`src/core/port23_defines.svh`:
```
// reset values and field codes for the port 2 / port 3 pin block
// assumes inclusion by bare name from core/ files
`ifndef PORT23_DEFINES_SVH
`define PORT23_DEFINES_SVH
`define P2_DIR_RST 8'hFF
`define P2_CFG_RST 4'h0
`define P2_CFG_ALL_DIGITAL 4'h1
`define P3_DIR_RST 2'h3
`define P3_PU_RST 2'h0
`define P3_BUF_RST 2'h0
`define P3_OD_RST 1'h0
`define P3_DATA_RST 2'h0
`define P2_DATA_RST 8'h00
`define REDIR_RJ_P31 2'h1
`define RJ_MODE_PULSE 3'h1
`endif

```
`src/core/port23_pkg.sv`:
```
// types shared by the port 2 / port 3 pin block
// assumes nothing beyond the defines header
package port23_pkg;
   typedef enum logic [1:0] {
      P31_GPIO = 2'h1,
      P31_ALT = 2'h2
   } p31_src_t;
endpackage

```
`src/core/sync2.sv`:
```
// two-flop synchroniser for a bus of pin levels
// assumes pins are asynchronous to sys_clk_i
`timescale 1ns/1ps
module sync2 #(
   parameter int WIDTH = 8
) (
   input wire logic sys_clk_i,
   input wire logic rst_i,
   input wire logic [WIDTH-1:0] d_i,
   output logic [WIDTH-1:0] q_o
);
   logic [WIDTH-1:0] meta_ff;
   // first stage read only by the second
   always_ff @(posedge sys_clk_i or posedge rst_i) begin
      if (rst_i) begin
         meta_ff <= '0;
         q_o <= '0;
      end else begin
         meta_ff <= d_i;
         q_o <= meta_ff;
      end
   end
endmodule

```
`src/core/port23_pins.sv`:
```
// pin control for the eight-pin analog-shared port and the two-pin port
// assumes control registers are written over plain strobes on sys_clk_i
// How it works
// - port2 direction per pin from its bit
// - config 01..n+1 makes pin n upward digital
// - analog pins fill from lowest pin upward
// - analog input feeds converter when channel selected
// - reset puts all port2 pins analog input
// - port3 direction per pin from its bit
// - reset puts port3 pins in input mode
// - pull-up on input pins when selected
// - buffer select 0 CMOS, 1 TTL
// - pin0 output 0 push-pull, 1 open-drain
// - redirected alternates only when redirection selects
`timescale 1ns/1ps
`include "port23_defines.svh"
module port23_pins #(
   parameter int P2_WIDTH = 8
) (
   input wire logic sys_clk_i,
   input wire logic rst_i,
   // software write strobes and data
   input wire logic p2_dir_we_i,
   input wire logic p2_cfg_we_i,
   input wire logic p2_data_we_i,
   input wire logic p3_dir_we_i,
   input wire logic p3_pu_we_i,
   input wire logic p3_buf_we_i,
   input wire logic p3_od_we_i,
   input wire logic p3_data_we_i,
   input wire logic [7:0] wdata_i,
   // channel selection and peripheral outputs
   input wire logic [2:0] converter_channel_select_i,
   input wire logic serial_clock_out_i,
   input wire logic serial_clock_en_i,
   input wire logic rj_timer_output_i,
   input wire logic rj_output_enable_i,
   input wire logic tau_channel3_output_i,
   input wire logic tau_channel3_en_i,
   input wire logic clock_buzzer_out_i,
   input wire logic clock_buzzer_out_enable_i,
   input wire logic rj_timer_io_out_i,
   input wire logic rj_timer_io_en_i,
   input wire logic [1:0] io_redirection_i,
   // pins
   input wire logic [7:0] port2_pin_i,
   output logic [7:0] port2_pin_o,
   output logic [7:0] port2_pin_oe_o,
   output logic [7:0] port2_analog_o,
   output logic [7:0] port2_convert_o,
   input wire logic [1:0] port3_pin_i,
   output logic [1:0] port3_pin_o,
   output logic [1:0] port3_pin_oe_o,
   output logic [1:0] port3_pullup_o,
   output logic [1:0] port3_ttl_o,
   // readback
   output logic [7:0] port2_rdata_o,
   output logic [1:0] port3_rdata_o,
   output logic [7:0] port2_direction_o,
   output logic [3:0] port2_config_o
);
   ////////////////////////////////////////////////////////////////////////
   logic [7:0] port2_direction_reg_ff;
   logic [3:0] analog_digital_pin_config_ff;
   logic [7:0] p2_latch_ff;
   logic [1:0] port3_direction_reg_ff;
   logic [1:0] port3_pullup_select_ff;
   logic [1:0] port3_input_buffer_select_ff;
   logic port3_open_drain_select_ff;
   logic [1:0] p3_latch_ff;
   logic [7:0] p2_sync;
   logic [1:0] p3_sync;
   logic [7:0] digital_mask;
   logic [7:0] p2_rd_ff;
   logic [1:0] p3_rd_ff;
   port23_pkg::p31_src_t p31_src;

   // digital mask: value v in 1..8 makes pins v-1..7 digital, 0 and >8 analog
   function automatic logic [7:0] cfg_mask(input logic [3:0] cfg);
      logic [7:0] m;
      m = 8'h00;
      if (cfg >= `P2_CFG_ALL_DIGITAL && cfg <= 4'h8) begin
         m = 8'hFF << (cfg - 4'h1);
      end
      return m;
   endfunction

   assign digital_mask = cfg_mask(analog_digital_pin_config_ff);

   sync2 #(.WIDTH(8)) u_sync_p2 (
      .sys_clk_i(sys_clk_i),
      .rst_i(rst_i),
      .d_i(port2_pin_i),
      .q_o(p2_sync)
   );
   sync2 #(.WIDTH(2)) u_sync_p3 (
      .sys_clk_i(sys_clk_i),
      .rst_i(rst_i),
      .d_i(port3_pin_i),
      .q_o(p3_sync)
   );

   ////////////////////////////////////////////////////////////////////////
   // port 2 control registers, all analog input after reset
   always_ff @(posedge sys_clk_i or posedge rst_i) begin
      if (rst_i) begin
         port2_direction_reg_ff <= `P2_DIR_RST;
         analog_digital_pin_config_ff <= `P2_CFG_RST;
      end else begin
         if (p2_dir_we_i) begin
            port2_direction_reg_ff <= wdata_i;
         end
         if (p2_cfg_we_i) begin
            analog_digital_pin_config_ff <= wdata_i[3:0];
         end
      end
   end

   // output latches take writes in any direction
   always_ff @(posedge sys_clk_i or posedge rst_i) begin
      if (rst_i) begin
         p2_latch_ff <= `P2_DATA_RST;
         p3_latch_ff <= `P3_DATA_RST;
      end else begin
         if (p2_data_we_i) begin
            p2_latch_ff <= wdata_i;
         end
         if (p3_data_we_i) begin
            p3_latch_ff <= wdata_i[1:0];
         end
      end
   end

   // port 3 control registers
   always_ff @(posedge sys_clk_i or posedge rst_i) begin
      if (rst_i) begin
         port3_direction_reg_ff <= `P3_DIR_RST;
         port3_pullup_select_ff <= `P3_PU_RST;
         port3_input_buffer_select_ff <= `P3_BUF_RST;
         port3_open_drain_select_ff <= `P3_OD_RST;
      end else begin
         if (p3_dir_we_i) begin
            port3_direction_reg_ff <= wdata_i[1:0];
         end
         if (p3_pu_we_i) begin
            port3_pullup_select_ff <= wdata_i[1:0];
         end
         if (p3_buf_we_i) begin
            port3_input_buffer_select_ff <= wdata_i[1:0];
         end
         if (p3_od_we_i) begin
            port3_open_drain_select_ff <= wdata_i[0];
         end
      end
   end

   ////////////////////////////////////////////////////////////////////////
   // port 2 pin drive; analog pins never drive even if software errs
   always_comb begin
      port2_pin_o = p2_latch_ff;
      port2_pin_oe_o = ~port2_direction_reg_ff & digital_mask;
      port2_analog_o = ~digital_mask & port2_direction_reg_ff;
      port2_convert_o = 8'h00;
      if (P2_WIDTH > 0) begin
         port2_convert_o[converter_channel_select_i] =
            port2_analog_o[converter_channel_select_i];
      end
   end

   // pin1 source: redirected rj timer only when redirection picks it
   always_comb begin
      if (io_redirection_i == `REDIR_RJ_P31 && rj_timer_io_en_i) begin
         p31_src = port23_pkg::P31_ALT;
      end else begin
         p31_src = port23_pkg::P31_GPIO;
      end
   end

   // port 3 drive; alternates AND into the latch, so defaults keep gpio clean
   logic p30_val;
   logic p31_val;
   always_comb begin
      p30_val = p3_latch_ff[0];
      if (serial_clock_en_i) begin
         p30_val = p30_val & serial_clock_out_i;
      end
      if (rj_output_enable_i) begin
         p30_val = p30_val & rj_timer_output_i;
      end
      p31_val = p3_latch_ff[1];
      if (tau_channel3_en_i) begin
         p31_val = p31_val & tau_channel3_output_i;
      end
      if (clock_buzzer_out_enable_i) begin
         p31_val = p31_val & clock_buzzer_out_i;
      end
      if (p31_src == port23_pkg::P31_ALT) begin
         p31_val = p31_val & rj_timer_io_out_i;
      end
   end

   // pin0 open-drain: drive only low, release high to the pull of the board; pin1 stays push-pull
   always_comb begin
      port3_pin_o = {p31_val, p30_val};
      port3_pin_oe_o[1] = ~port3_direction_reg_ff[1];
      if (port3_open_drain_select_ff) begin
         port3_pin_o[0] = 1'h0;
         port3_pin_oe_o[0] = ~port3_direction_reg_ff[0] & ~p30_val;
      end else begin
         port3_pin_oe_o[0] = ~port3_direction_reg_ff[0];
      end
      port3_pullup_o = port3_pullup_select_ff & port3_direction_reg_ff;
      port3_ttl_o = port3_input_buffer_select_ff;
   end

   ////////////////////////////////////////////////////////////////////////
   // readback registered; analog pins read as zero
   always_ff @(posedge sys_clk_i or posedge rst_i) begin
      if (rst_i) begin
         p2_rd_ff <= 8'h00;
         p3_rd_ff <= 2'h0;
      end else begin
         p2_rd_ff <= ((p2_sync & port2_direction_reg_ff)
                     | (p2_latch_ff & ~port2_direction_reg_ff)) & digital_mask;
         p3_rd_ff <= (p3_sync & port3_direction_reg_ff)
                     | (p3_latch_ff & ~port3_direction_reg_ff);
      end
   end

   assign port2_rdata_o = p2_rd_ff;
   assign port3_rdata_o = p3_rd_ff;
   assign port2_direction_o = port2_direction_reg_ff;
   assign port2_config_o = analog_digital_pin_config_ff;
endmodule

```
`config.mk`:
```
export PLATFORM = sky130hd
export DESIGN_NAME = port23_pins
export DESIGN_NICKNAME = d
export VERILOG_FILES = /design/src/core/port23_pkg.sv /design/src/core/sync2.sv /design/src/core/port23_pins.sv
export VERILOG_INCLUDE_DIRS = /design/src /design/src/core
export SDC_FILE = /design/constraint.sdc
export NUM_CORES = 1
export LEC_CHECK = 0
export BUFFER_PORTS_ARGS = -buffer_cell sky130_fd_sc_hd__buf_2
export CAP_MARGIN = 20
export CORE_MARGIN = 4
export CORE_UTILIZATION = 51
export DETAILED_ROUTE_END_ITERATION = 7
export PLACE_DENSITY = 0.85
export RECOVER_POWER = 100
export SETUP_SLACK_MARGIN = 0.05
export SYNTH_ARGS = -nofsm -noshare
export SYNTH_HDL_FRONTEND = slang
export SYNTH_SLANG_ARGS = --single-unit
```
`constraint.sdc`:
```
create_clock -name sys_clk_i -period 6.6 [get_ports sys_clk_i]
set_clock_uncertainty 0.1 [all_clocks]
set_input_delay 0.99 -clock sys_clk_i [delete_from_list [all_inputs] [get_ports sys_clk_i]]
set_output_delay 0.99 -clock sys_clk_i [all_outputs]
set_load 0.05 [all_outputs]
```
==> flow_summary.yaml <==
run_status:
  status: "finished with violations"
  violations: "max-capacitance violations, max-slew violations"
cells_and_area:
  fin_area_sq_um: 3130
  num_antenna_cells: 0
  final_layout_size_suffix_gt1_share_pct: 31.8
  nets: 338
  final_cell_mix: "clkbuf_1 (69), dfrtp_1 (49), buf_2 (36)"
  area_growth_syn_to_layout_pct: 27.0
  final_common_cell: "clkbuf_1"
placement:
  place.gp.congestion: 0.782
  dp_hpwl_microns: 4170
  port_buffers: 104
  placement.cell_area_sq_um: 3000
yosys:
  synth-seq-area-share_pct: 60.3
  synth_flop_cell: "dfrtp_1"
  yosysWarnings: 0
  synthesis.area_sq_um: 2470
  yosys_register_bits: 59
  syn_area_per_cell_sq_um: 13.6
  synth.distinct_cells: 36
  syn_nets: 229
  synth-edff-count: 0
  async_flop_share_pct: 100
  syn_inst: 182
run:
  drv_cap: 2
worst_setup_path:
  cp.required_ns: 5.51
  path_max_fanout: 26
  startpoint_type: "flop"
  cp-end-kind: "output pin"
  path_cells: "inv_1 > ha_1 > inv_1 > o41ai_1 > or2_0 > and3_1 > clkbuf_1"
  critPathMaxStageDelay_ns: 1.26
  cp_common_cell: "inv_1"
  slowest_stage: "or2_0"
  critPathKind: "flop to output pin"
  worstPathArrival_ns: 3.81
timing:
  hold_viol_final: 0
  slew_violations: 87
  fin_crit_ns: 4.90
  max_clock_freq_ghz: 0.204
  relSlewSlack_pct: -99.1
  setup_viol_count_final: 0
  finalSetupTns_ns: 0
  hold_ws_ns: 0.248
  tightestPinTransition_ns: 2.99
  period_share_pct: 74.2
  grt_setup_unrepaired: "no"
floorplan:
  dieArea_sq_um: 6010
  start_util_pct: 52.6
  std_cell_rows: 25
  die_w_microns: 77.6
  io_pins: 105
  die_h_microns: 77.6
  coreArea_sq_um: 4690
power:
  peakVddDrop_mv: 0.208
  powerDensity_nw_per_um2: 338
  leakage_nw: 1.39
global_route:
  grt.total_usage_pct: 19.8
  grt_pass1_vias: 1805
  grt_max_degree: 60
  grt_pass1_wl_microns: 9140
  antenna_found_initial: 0
  grt.overflow.total: 0
clocking:
  cts_inserted_buffers: 9
  cts.hold.buffers_added: 0
  clkSinkCount: 59
  cts_resized: 0
  cts_tree: "yes"
  clockRootBuffer: "clkbuf_8"
  clk_latency_ns: 0.33
  cts_setup_buffers: 0
  htreeDepth: 3
  clkSlewWorstSetupHoldPaths_ns: 0.06
  clockBufferDepth: 2
route:
  drt-initial-drc-count: 116
  drc_errors: 0
  firstDrtPassIters: 4
  drt-wirelength-per-cell_microns: 16.1
  antenna_left: 0
  wirelength_microns: 5640
  vias: 1815
  viasPerCell: 5.19
hold_path:
  holdCritPathClass: "flop to flop"
## metrics by stage
step / setup WS [ns] / std cells / total power [mW] / utilization [%]
2_1_floorplan: 2.18 / 182 / 0.644 / -
3_3_place_gp: 3.10 / 334 / 0.707 / 64.0
3_5_place_dp: 2.96 / 334 / 0.713 / 64.0
6_report: 1.70 / 350 / 1.06 / 66.8
4_1_cts: 2.61 / 350 / 1.08 / 68.9
5_1_grt: 1.47 / 350 / 1.10 / 66.8
## registers in the layout, indices dropped and copies added, names as in the netlist, 4 cells and up
signal             count
port2_direction_o      8
u_sync_p2.q_o          8
port2_pin_o            8
port2_config_o         4
u_sync_p2.meta_ff      8
port2_rdata_o          8
## cell type report
class                           instances  area (sq um)
Clock inverter                          6          88.8
Inverter                               12          45.0
Multi-Input combinational cell        104           867
Clock buffer                           10           138
Timing Repair Buffer                  105           439
Fill cell                             383          1560
Tap cell                               54          67.6
Sequential cell                        59          1490
## final timing paths
check                      slack (ns)                             end  cells after the start                            from
setup / recovery                 1.70              port2_convert_o[7]                      7   port2_config_o[0]$_DFFE_PP0P_
hold / removal                   0.25      u_sync_p2.q_o[5]$_DFF_PP0_                      0  u_sync_p2.meta_ff[5]$_DFF_PP0_
setup reg to reg                 3.47      port2_rdata_o[5]$_DFF_PP0_                      6   port2_config_o[0]$_DFFE_PP0P_
hold reg to reg                  0.25      u_sync_p2.q_o[5]$_DFF_PP0_                      0  u_sync_p2.meta_ff[5]$_DFF_PP0_
max in group asynchronous        3.03      port2_rdata_o[4]$_DFF_PP0_                      3                           rst_i
min in group asynchronous        1.68  u_sync_p2.meta_ff[3]$_DFF_PP0_                      3                           rst_i
## worst max-delay path: cells and delay by family, from the launching register on
kind | cells | cell delay, ns
buffers and inverters | 3 | 0.66
DFF | 1 | 0.42
adders and majority gates | 1 | 0.18
AOI/OAI and AO/OA | 1 | 0.65
and+or+nand+nor | 2 | 1.57
## metal layers
layer	up-vias	routed length, microns	GRT usage [%]	part of all wire, %
met3	9	329	4.52	5.8
met1	884	2450	26.1	43
met2	61	2760	31.3	49
met5	-	0	0	0
li1	861	-	-	-
met4	0	93	8.54	1.7
## synthesized netlist by cell type, drive strengths merged, types with 5 or more instances
cell	n	area [sq um]
mux2	27	304
mux2i	8	80.1
nor4	5	52.6
nand2	6	22.5
dfstp	10	263
inv	12	45.0
nor3	14	70.1
nor2b	7	43.8
dfrtp	49	1230
## power by group
| part | total (mW) | switching [mW] | internal [mW] |
|---|---|---|---|
| Combinational | 0.274 | 0.212 | 0.0621 |
| Sequential | 0.420 | 0.0232 | 0.397 |
| Clock | 0.364 | 0.142 | 0.223 |
## kinds of logic (layout without fill, tap and decap cells)
logic type,count (synthesis),count (layout),share of synthesized area [%]
flops,59,59,60.3
compound gates,17,17,6.19
mux,35,35,15.6
simple gates,48,48,11.7
buf+inv,19,133,4.21
fa+ha+maj,4,4,2.03
Note: power is estimated with default switching activity, not from simulation.
